File: src/nfs_pkg.sv
package nfs_pkg;

  // Data path widths
  localparam int FREQ_W = 48;
  localparam int ROM_ADDR_W = 24;
  localparam int AMP_W = 16;
  localparam int DAC_W = 14;
  localparam int DATA_W = 8;
  localparam int SEL_W = 4;
  localparam int QUAD_W = 2;

  // Host port map
  localparam int REG_COUNT = 13;
  localparam int WORD_BYTES = 6;
  localparam int CTRL_IDX = 12;
  localparam logic [SEL_W-1:0] CF_BASE_ADDR = 4'h0;
  localparam logic [SEL_W-1:0] OF_BASE_ADDR = 4'h6;
  localparam logic [SEL_W-1:0] CTRL_ADDR = 4'hd;
  localparam int CTRL_CF_EN_BIT = 4;
  localparam int CTRL_ACC_FB_BIT = 5;
  localparam logic [DATA_W-1:0] CTRL_RESET = 8'h30;
  localparam logic [DATA_W-1:0] BYTE_RESET = 8'h00;

  // Latencies in synthesis clocks
  localparam int CLK_PERIOD_PS = 5000;
  localparam int WRITE_LAT_CLKS = 11;
  localparam int UPDATE_LAT_CLKS = 14;
  localparam int RESET_LAT_CLKS = 11;
  localparam int SYNC_STAGES = 2;
  localparam int FREQ_TO_OUT_CLKS = 4;
  localparam int WR_FRONT_CLKS = 6;
  localparam int UPD_DLY = UPDATE_LAT_CLKS - FREQ_TO_OUT_CLKS - SYNC_STAGES - 2;
  localparam int OFS_DLY = UPDATE_LAT_CLKS - FREQ_TO_OUT_CLKS - SYNC_STAGES - 1;

  // Sine evaluation constants
  localparam int HALF_W = ROM_ADDR_W - 1;
  localparam logic [ROM_ADDR_W-1:0] HALF_TURN = 24'h800000;
  localparam int SQ_SHIFT = 29;
  localparam int UNIT_SHIFT = 15;
  localparam logic [15:0] CORR_NUM = 16'h01cd;
  localparam int CORR_SHIFT = 11;
  localparam logic [AMP_W-1:0] AMP_PEAK = 16'h7fff;
  localparam logic [AMP_W:0] ROUND_HALF = 17'h00002;
  localparam int ROUND_DROP = AMP_W - DAC_W;
  localparam logic [DAC_W-1:0] DAC_MAX = 14'h1fff;

  typedef struct packed {
    logic strobe;
    logic write_en_n;
    logic [SEL_W-1:0] register_select_bus;
    logic [DATA_W-1:0] write_data_bus;
  } nfs_wr_port_t;

  typedef struct packed {
    logic update_n;
    logic offset_word_enable;
    logic phase_sel_hi;
    logic phase_sel_lo;
  } nfs_ctrl_pins_t;

endpackage : nfs_pkg

File: src/nfs_sine_rom.sv
`timescale 1ns/1ps
`default_nettype none

module nfs_sine_rom
(
  // Clock and reset
  input wire logic core_clk,
  input wire logic srst,
  // Phase in, amplitude out
  input wire logic [nfs_pkg::ROM_ADDR_W-1:0] phase_addr,
  output logic signed [nfs_pkg::AMP_W-1:0] amp
);
  import nfs_pkg::*;

  wire logic half_sel;
  wire logic [HALF_W-1:0] half_pos;
  wire logic [ROM_ADDR_W-1:0] half_rest;
  wire logic [47:0] para_prod;
  wire logic [16:0] para_s;
  wire logic [33:0] para_sq;
  wire logic [16:0] para_s2;
  wire logic [16:0] para_d;
  wire logic [32:0] corr_prod;
  wire logic [16:0] corr;
  wire logic [16:0] mag_raw;
  wire logic [AMP_W-1:0] mag;
  wire logic [AMP_W-1:0] amp_next;

  // Top address bit selects the second half cycle
  assign half_sel = phase_addr[ROM_ADDR_W-1];
  assign half_pos = phase_addr[HALF_W-1:0];
  assign half_rest = HALF_TURN - {1'b0, half_pos};
  // One full period over the 24-bit address
  assign para_prod = {24'h000000, 1'b0, half_pos} * {24'h000000, half_rest};
  assign para_s = para_prod[SQ_SHIFT+16:SQ_SHIFT];
  assign para_sq = para_s * para_s;
  assign para_s2 = para_sq[UNIT_SHIFT+16:UNIT_SHIFT];
  assign para_d = para_s - para_s2;
  assign corr_prod = {16'h0000, para_d} * {17'h00000, CORR_NUM};
  assign corr = corr_prod[CORR_SHIFT+16:CORR_SHIFT];
  assign mag_raw = para_s - corr;
  // Quarter-turn peak reaches 2^15, so clip it to the positive peak
  assign mag = (mag_raw > {1'b0, AMP_PEAK}) ? AMP_PEAK : mag_raw[AMP_W-1:0];
  assign amp_next = half_sel ? (~mag + 16'h0001) : mag;

  always_ff @(posedge core_clk)
  begin
    if (srst)
      amp <= '0;
    else
      amp <= amp_next;
  end

endmodule : nfs_sine_rom

`default_nettype wire

File: src/nfs_core.sv
`timescale 1ns/1ps
`default_nettype none

module nfs_core
(
  // Clock and reset
  input wire logic core_clk,
  input wire logic srst,
  // Host write port
  input wire nfs_pkg::nfs_wr_port_t wr_port,
  // Modulation and update pins
  input wire nfs_pkg::nfs_ctrl_pins_t ctrl_pins,
  // Converter side
  output logic [nfs_pkg::DAC_W-1:0] dac_code,
  output logic signed [nfs_pkg::AMP_W-1:0] sine_amp
);
  import nfs_pkg::*;

  // Write strobe synchronizer
  nfs_wr_port_t wr_s1_reg;
  nfs_wr_port_t wr_s2_reg;
  logic wr_s3_reg;
  logic wr_dly_reg;
  logic wr_go_reg;
  logic [SEL_W-1:0] wr_sel_reg;
  logic [DATA_W-1:0] wr_data_reg;
  wire logic wr_edge;

  // Control pin synchronizer and delay lines
  nfs_ctrl_pins_t pins_s1_reg;
  nfs_ctrl_pins_t pins_s2_reg;
  logic [UPD_DLY-1:0] upd_dly_reg;
  logic [OFS_DLY-1:0] ofs_dly_reg;
  wire logic [UPD_DLY-1:0] upd_dly_next;
  wire logic [OFS_DLY-1:0] ofs_dly_next;
  wire logic upd_active;
  wire logic ofs_active;

  // Register file
  logic [DATA_W-1:0] master_reg [REG_COUNT];
  logic [DATA_W-1:0] slave_reg [REG_COUNT];
  wire logic [FREQ_W-1:0] center_freq_word;
  wire logic [FREQ_W-1:0] offset_freq_word;
  wire logic [DATA_W-1:0] ctrl_byte;
  wire logic cf_en;
  wire logic fb_en;

  // Synthesis path
  logic [FREQ_W-1:0] freq_reg;
  logic [FREQ_W-1:0] acc_reg;
  logic [ROM_ADDR_W-1:0] phase_reg;
  logic [DAC_W-1:0] dac_code_reg;
  wire logic [FREQ_W-1:0] cf_term;
  wire logic [FREQ_W-1:0] of_term;
  wire logic [FREQ_W:0] freq_sum;
  wire logic [FREQ_W-1:0] freq_next;
  wire logic [FREQ_W-1:0] acc_fb;
  wire logic [FREQ_W:0] acc_sum;
  wire logic [FREQ_W-1:0] acc_next;
  wire logic [QUAD_W-1:0] quadrant;
  wire logic [ROM_ADDR_W-1:0] quad_offset;
  wire logic [ROM_ADDR_W:0] phase_sum;
  wire logic [ROM_ADDR_W-1:0] phase_next;
  wire logic signed [AMP_W-1:0] amp;
  wire logic [AMP_W:0] amp_rounded;
  wire logic round_ovf;
  wire logic [DAC_W-1:0] dac_next;

  // Strobe rising edge, captured only with enable low
  assign wr_edge = wr_s2_reg.strobe & ~wr_s3_reg
    & ~wr_s2_reg.write_en_n;

  always_ff @(posedge core_clk)
  begin
    if (srst)
    begin
      wr_s1_reg <= '0;
      wr_s2_reg <= '0;
      wr_s3_reg <= 1'b0;
    end
    else
    begin
      wr_s1_reg <= wr_port;
      wr_s2_reg <= wr_s1_reg;
      wr_s3_reg <= wr_s2_reg.strobe;
    end
  end

  // Two holding stages set the held-update latency
  always_ff @(posedge core_clk)
  begin
    if (srst)
    begin
      wr_dly_reg <= 1'b0;
      wr_go_reg <= 1'b0;
      wr_sel_reg <= '0;
      wr_data_reg <= '0;
    end
    else
    begin
      wr_dly_reg <= wr_edge;
      wr_go_reg <= wr_dly_reg;
      wr_sel_reg <= wr_s2_reg.register_select_bus;
      wr_data_reg <= wr_s2_reg.write_data_bus;
    end
  end

  // Update and offset enable delay lines
  assign upd_dly_next = {upd_dly_reg[UPD_DLY-2:0], ~pins_s2_reg.update_n};
  assign ofs_dly_next = {ofs_dly_reg[OFS_DLY-2:0],
    pins_s2_reg.offset_word_enable};
  assign upd_active = upd_dly_reg[UPD_DLY-1];
  assign ofs_active = ofs_dly_reg[OFS_DLY-1];

  always_ff @(posedge core_clk)
  begin
    if (srst)
    begin
      pins_s1_reg <= '0;
      pins_s2_reg <= '0;
      upd_dly_reg <= '0;
      ofs_dly_reg <= '0;
    end
    else
    begin
      pins_s1_reg <= ctrl_pins;
      pins_s2_reg <= pins_s1_reg;
      upd_dly_reg <= upd_dly_next;
      ofs_dly_reg <= ofs_dly_next;
    end
  end

  // Master and slave byte registers
  for (genvar i = 0; i < REG_COUNT; i++)
  begin : g_reg
    localparam logic [SEL_W-1:0] ADDR = (i == CTRL_IDX) ? CTRL_ADDR
      : SEL_W'(i);
    localparam logic [DATA_W-1:0] RST_VAL = (i == CTRL_IDX) ? CTRL_RESET
      : BYTE_RESET;
    wire logic hit;

    assign hit = wr_go_reg && (wr_sel_reg == ADDR);

    always_ff @(posedge core_clk)
    begin
      if (srst)
        master_reg[i] <= RST_VAL;
      else if (hit)
        master_reg[i] <= wr_data_reg;
    end

    always_ff @(posedge core_clk)
    begin
      if (srst)
        slave_reg[i] <= RST_VAL;
      else if (upd_active)
        slave_reg[i] <= master_reg[i];
    end

    if (i < WORD_BYTES)
    begin : g_cf
      assign center_freq_word[DATA_W*i +: DATA_W] = slave_reg[i];
    end
    else if (i < 2 * WORD_BYTES)
    begin : g_of
      assign offset_freq_word[DATA_W*(i-WORD_BYTES) +: DATA_W] =
        slave_reg[i];
    end
  end

  assign ctrl_byte = slave_reg[CTRL_IDX];
  assign cf_en = ctrl_byte[CTRL_CF_EN_BIT];
  assign fb_en = ctrl_byte[CTRL_ACC_FB_BIT];

  // Frequency word, carry above bit 47 dropped
  assign cf_term = cf_en ? center_freq_word : '0;
  assign of_term = ofs_active ? offset_freq_word : '0;
  assign freq_sum = {1'b0, cf_term} + {1'b0, of_term};
  assign freq_next = freq_sum[FREQ_W-1:0];

  // Phase accumulator, feedback gated by control bit
  assign acc_fb = fb_en ? acc_reg : '0;
  assign acc_sum = {1'b0, acc_fb} + {1'b0, freq_reg};
  assign acc_next = acc_sum[FREQ_W-1:0];

  // Quadrant offset on the table address
  assign quadrant = {pins_s2_reg.phase_sel_hi,
    pins_s2_reg.phase_sel_lo};
  assign quad_offset = {quadrant, {(ROM_ADDR_W-QUAD_W){1'b0}}};
  assign phase_sum = {1'b0, acc_reg[FREQ_W-1 -: ROM_ADDR_W]}
    + {1'b0, quad_offset};
  assign phase_next = phase_sum[ROM_ADDR_W-1:0];

  always_ff @(posedge core_clk)
  begin
    if (srst)
    begin
      freq_reg <= '0;
      acc_reg <= '0;
      phase_reg <= '0;
    end
    else
    begin
      freq_reg <= freq_next;
      acc_reg <= acc_next;
      phase_reg <= phase_next;
    end
  end

  nfs_sine_rom u_rom
  (
    .core_clk(core_clk),
    .srst(srst),
    .phase_addr(phase_reg),
    .amp(amp)
  );

  // Round half up to 14 bits, saturate at positive peak
  assign amp_rounded = {amp[AMP_W-1], amp} + ROUND_HALF;
  assign round_ovf = ~amp[AMP_W-1] & amp_rounded[AMP_W-1];
  assign dac_next = round_ovf ? DAC_MAX
    : amp_rounded[AMP_W-1:ROUND_DROP];

  always_ff @(posedge core_clk)
  begin
    if (srst)
      dac_code_reg <= '0;
    else
      dac_code_reg <= dac_next;
  end

  assign dac_code = dac_code_reg;
  assign sine_amp = amp;

endmodule : nfs_core

`default_nettype wire

File: config.mk
export PLATFORM = sky130hd
export DESIGN_NAME = nfs_core
export DESIGN_NICKNAME = d
export VERILOG_FILES = /design/src/nfs_pkg.sv /design/src/nfs_sine_rom.sv /design/src/nfs_core.sv
export SDC_FILE = /design/constraint.sdc
export NUM_CORES = 2
export LEC_CHECK = 0
export BUFFER_PORTS_ARGS = -buffer_cell sky130_fd_sc_hd__buf_4
export CORE_MARGIN = 5
export CORE_UTILIZATION = 25
export CTS_CLUSTER_DIAMETER = 200
export DETAILED_ROUTE_END_ITERATION = 16
export PLACE_DENSITY = 0.42
export SLEW_MARGIN = 20
export SYNTH_ARGS = -nofsm -noshare
export SYNTH_HDL_FRONTEND = slang
export SYNTH_SLANG_ARGS = --single-unit
export TNS_END_PERCENT = 10
File: constraint.sdc
create_clock -name core_clk -period 48.3 [get_ports core_clk]
set_clock_uncertainty 0.05 [all_clocks]
set_input_delay 0 -clock core_clk [delete_from_list [all_inputs] [get_ports core_clk]]
set_output_delay 0 -clock core_clk [all_outputs]
set_load 0.02 [all_outputs]
; ---- Yosys cells after proc, flatten, opt, wreduce, memory -nomap -nowiden
; Memories as Yosys holds them, arrays and structs flattened.
; Index checks and enable logic that the tools add are counted.
[word_totals]
input_bits = 20
output_inout_bits = 30
ff_bits = 214
memories = 2
ramBits = 208
word_cells = 180
[mem_list]
columns = memory, depth, word_bits, read_ports, rd_ports_with_merged_regs, wr, line_no
row1 = master_reg, 13, 8, 13, 0, 13, nfs_core.sv:40  ; logic [DATA_W-1:0] master_reg [REG_COUNT];
row2 = slave_reg, 13, 8, 13, 0, 13, nfs_core.sv:41  ; logic [DATA_W-1:0] slave_reg [REG_COUNT];
[classes]
reduce_logical = 15
multipliers = 3
muxes = 76
magnitude_cmp = 1
n_addsub = 8
eq_ne = 12
n_bitwise = 34
[op_table]
columns = operator, count
row1 = $mux 8, 26
row2 = $mux 48, 3
row3 = $add 48x48->48, 2
row4 = $mul 23x24->46, 1
row5 = $mux 1, 44
row6 = $mul 17x17->32, 1
row7 = $mux 16, 2
row8 = $mul 17x9->26 const B, 1
row9 = $or 1x1->1, 26
row10 = $add 24x24->24, 1
row11 = $sub 24x23->24 const A, 1
row12 = $eq 4x4->1 const B, 5
row13 = $gt 17x15->1 const B, 1
row14 = $sub 17x15->17, 1
row15 = $sub 17x17->17, 1
row16 = $add 16x1->16 const B, 1
row17 = $add 16x3->16 const B, 1
row18 = $eq 4x3->1 const B, 4
row19 = $not 16->16, 1
row20 = $logic_and 1x1->1, 13
row21 = $mux 13, 1
row22 = $eq 4x2->1 const B, 2
row23 = $eq 4x1->1 const B, 1
row24 = $logic_not 4->1, 1
row25 = other kinds (3), 8

; ---- Depth between registers and ports, before layout
[depth]
ltp_word = 11
ltp_mapped = 104
mapped_depth_nobuf = 100

; ---- Modules after synthesis
; From an unflattened synthesis, not the netlist that was laid out.
[hier_totals]
hier_cells = 5262
hier_area_um2 = 49986.7
[by_module_without_submodules]
columns = module, n_inst, seq_area_each_um2, area_each_um2, cells_per_inst
row1 = nfs_sine_rom, 1, 320.3, 30863.4, 3422
row2 = nfs_core, 1, 9849.4, 19123.3, 1840

; ---- Least setup slack after synthesis
; OpenSTA, ideal clock, no wires.
[synth_path]
path_type = register -> register
startpoint = register phase_reg[9]
endpoint = register u_rom.amp[12] (netlist name)
setup_ns = 0.092
period_less_slack_ns = 23.113
path_slack_ns = 25.187
required_time_ns = 48.158
arrival_time_ns = 22.971
path_stages_with_launch = 90
path_buffers = 3
path_cell_list = dfxtp_1 > or4_1 > or4_1 > or2_2 > or4_1 > nor3_1 > ha_1 > clkbuf_1 > nand2b_1 > fa_1 > fa_1 > fa_1 > fa_1 > inv_1 > fa_1 > fa_1 > inv_1 > fa_1 > [... 54 more ...] > ha_1 > a21oi_1 > o21ai_0 > a211oi_1 > o211ai_1 > a211o_1 > o22ai_1 > nor2_4 > buf_2 > nor2_1 > ha_1 > nand2_1 > or4_1 > nor3_1 > or3b_1 > nor3_1 > mux2_2 > o32ai_1
[synth_between]
elab_chain_len = 11
[synth_lines]
columns = item, line_no
row1 = "start, declared", nfs_core.sv:51  ; logic [ROM_ADDR_W-1:0] phase_reg;
row2 = "start signal, assigned", nfs_core.sv:206  ; phase_reg <= phase_next;
row3 = $sub 24x23->24, nfs_sine_rom.sv:32  ; assign half_rest = HALF_TURN - {1'b0, half_pos};
row4 = $mul 23x24->46 (*), nfs_sine_rom.sv:34  ; assign para_prod = {24'h000000, 1'b0, half_pos} * {24'h000000, half_rest};
row5 = $mul 17x17->32, nfs_sine_rom.sv:36  ; assign para_sq = para_s * para_s;
row6 = $sub 17x17->17, nfs_sine_rom.sv:38  ; assign para_d = para_s - para_s2;
row7 = $mul 17x9->26, nfs_sine_rom.sv:39  ; assign corr_prod = {16'h0000, para_d} * {17'h00000, CORR_NUM};
row8 = $sub 17x15->17 (*), nfs_sine_rom.sv:41  ; assign mag_raw = para_s - corr;
row9 = $gt 17x15->1, nfs_sine_rom.sv:43  ; assign mag = (mag_raw > {1'b0, AMP_PEAK}) ? AMP_PEAK : mag_raw[AMP_W-1:0];
row10 = $mux 16 (*), nfs_sine_rom.sv:43
row11 = $not 16->16, nfs_sine_rom.sv:44  ; assign amp_next = half_sel ? (~mag + 16'h0001) : mag;
row12 = $add 16x1->16, nfs_sine_rom.sv:44
row13 = $mux 16 (*), nfs_sine_rom.sv:44
row14 = "end signal, assigned", nfs_sine_rom.sv:51  ; amp <= amp_next;
row15 = "end, declared", nfs_sine_rom.sv:11  ; output logic signed [nfs_pkg::AMP_W-1:0] amp
; Mark *: on every way between the ends. The rest lies on a longest branch, timed or not.
; A chain may end at the register's enable or synchronous reset.

; ---- Worst setup path after layout
; Same ends and word-level chain as after synthesis.

==> flow_summary.toml <==
[sta]
finalCritPeriodShare_pct = 56.22
setup_ws_ns = 21.14
setup_viol = 0
setup_tns_ns = 0
period_minus_slack_ns = 27.16
drv_slew = 0
worst_pin_slew_ns = 1.151
worst_hold_slack_ns = 0.09306
slew-limit-headroom_pct = 23.26
fmax_mhz = 36.82
finalHoldViolCount = 0
grt_setup_unrepaired = "no"

[setup_path]
start_kind = "flop"
reg2reg_slack_ns = 21.14
r2r.worst_path.cells = 87
critPathKind = "reg2reg"
slowest_delay_ns = 0.92
crit_fanout = 27
worstPathArrival_ns = 27.60
crit_slowest_cell = "a2111oi_0"
cpMostUsedCell = "fa_1"
reg2reg_to = "u_rom.amp[12]"
crit_required_ns = 48.74
r2r-start = "phase_reg[9]"
endpoint_kind = "flop"

[worst_hold_path]
min_delay_worst_endpoint = "pins_s1_reg[2]"
min_path_type = "in2reg"
hold_start = "ctrl_pins[2]"
whs_path_depth = 3

[clocking]
clock_path_buffers = 3
cts_hold_buf = 21
ctsResizeCount = 0
cts_max_level = 2
cts_tree = "yes"
worstSkewPairLatency_ns = 0.62
cts_setup_buffers = 0
root_buffer = "clkbuf_16"
cts_buffers = 46
cts_sinks = 410
clk_pin_slew_ns = 0.07

[synth]
yosysSeqAreaShare_pct = 20.90
syn_avg_cell_area_sq_um = 9.589
synth_ff_type = "dfxtp_1"
synthArstFlopShare_pct = 0
syn-cell-area_sq_um = 48670
synth-seq-cells = 410
synthDistinctLibCells = 84
yosysWarnings = 0
synth_edf_count = 196
synth_cells = 5075

[global_routing]
grt_pass1_wl_microns = 203200
grt_pass1_vias = 34830
grt_use_met3_pct = 0.9055
grt_use_met2_pct = 21.25
grt_max_degree = 99
grt.total_usage_pct = 12.46
grt_use_met1_pct = 17.57
grt.overflow.total = 0
antenna_found_initial = 5
busiest_layer = "met2"

[floorplanning]
die_y_microns = 451.2
core_sq_um = 194400
io_pins = 50
initial_core_util_pct = 25.04
die_area_sq_um = 203600
dieWidth_microns = 451.2
core.rowCount = 162

[routing]
dr.pass1.iters = 5
antenna_left = 0
vias = 32460
vias_per_cell = 4.236
drt-total-wl_microns = 126300
wl_per_cell_microns = 16.48
drc = 0
drt_iter0_markers = 1273

[placed_design]
hpwl_microns = 96980
io_buffers = 49
post-place-ws_ns = 20.64
gp_congestion = 0.7873

[cells_and_area]
nets = 6287
regArea_sq_um = 10180
area_growth_pct = 10.82
mostFrequentLayoutCell = "inv_1"
fillers = 20620
n_antenna_cell = 0
multiInputGateArea_sq_um = 34510
final_cell_mix = "904 x inv_1, 686 x fa_1, 495 x ha_1"
drive_above_1_share_pct = 4.706

[status]
outcome = "finished, final reports clean"

[flow_run]
cap_violations = 0
[how the worst max path moves through the flow]
stage	from	to	slack (ns)	cells past startpoint
after detailed placement	phase_reg[9]	u_rom.amp[12]	20.64	89
after floorplan	phase_reg[9]	u_rom.amp[12]	25.19	89
after CTS	phase_reg[9]	u_rom.amp[12]	20.53	89
final	phase_reg[9]	u_rom.amp[12]	21.14	87
after global placement	phase_reg[8]	u_rom.amp[12]	21.18	89
after global routing	phase_reg[9]	u_rom.amp[12]	19.33	88
[routing by layer]
layer / vias to the layer above / share of wire, %
met5: - / 0
met4: 0 / 1.6
met3: 104 / 2.3
met2: 338 / 47
met1: 16150 / 49
li1: 15870 / -
[synthesized netlist by cell type (11+ instances only)]
cell	n	area share, %
a211oi_1	17	0.26
a21o_1	86	1.3
a21oi_1	158	1.6
a31oi_1	11	0.14
and2_1	371	4.8
and3_1	15	0.19
clkbuf_1	180	1.4
dfxtp_1	214	8.8
edfxtp_1	196	12
fa_1	686	28
ha_1	496	13
inv_1	904	7.0
nand2_1	183	1.4
nand2b_1	286	3.7
nand3_1	30	0.31
nand4_1	23	0.30
nor2_1	302	2.3
nor2b_1	328	4.2
nor3_1	54	0.56
nor4_1	11	0.14
o211ai_1	14	0.22
o21a_1	18	0.28
o21ai_0	92	0.95
o21bai_1	21	0.32
o32ai_1	12	0.22
or2_2	12	0.15
or3_1	13	0.17
xnor2_1	107	1.9
xor2_1	85	1.5
[cell families (layout without fill, tap and decap cells)]
family,Yosys count,after routing,share of synthesized area [%]
adders and majority gates,1187,1187,41.07
buffers and inverters,1093,1119,8.446
DFF,410,410,20.90
other,2,22,0.01543
AOI/OAI and AO/OA,509,509,6.790
muxes,15,15,0.3342
xor gates and xnor gates,196,196,3.612
and+or+nand+nor,1663,1663,18.83
[layout make-up]
class	instances	area share, %
timing repair buffer	128	1.891
multi-input combinational	3592	64.00
clock buffer	66	2.508
inverter	907	6.313
sequential	410	18.88
tap	2542	5.897
clock inverter	18	0.5197
[through the flow]
stage          std cells  util, %  area [sq um]
2_1_floorplan       5095        -         48740
6_report            7663    27.74         53930
5_1_grt             7663    27.74         53930
3_5_place_dp        7558    26.79         52080
4_1_cts             7663    27.74         53920
3_3_place_gp        7558    26.79         52070
[critical path, delay by kind of cell, from the launching register on]
| kind | cells | cell delay, ns |
|---|---|---|
| adders and majority gates | 24 | 10.28 |
| and+or+nand+nor | 23 | 6.47 |
| buffers and inverters | 11 | 1.08 |
| AOI/OAI and AO/OA | 26 | 6.94 |
| DFF | 1 | 0.51 |
| muxes | 1 | 0.35 |
| xor gates and xnor gates | 2 | 1.34 |
Power is left out: the tool's default activity adds up to more than one toggle a clock period on the data nets, which glitch-free logic cannot reach.
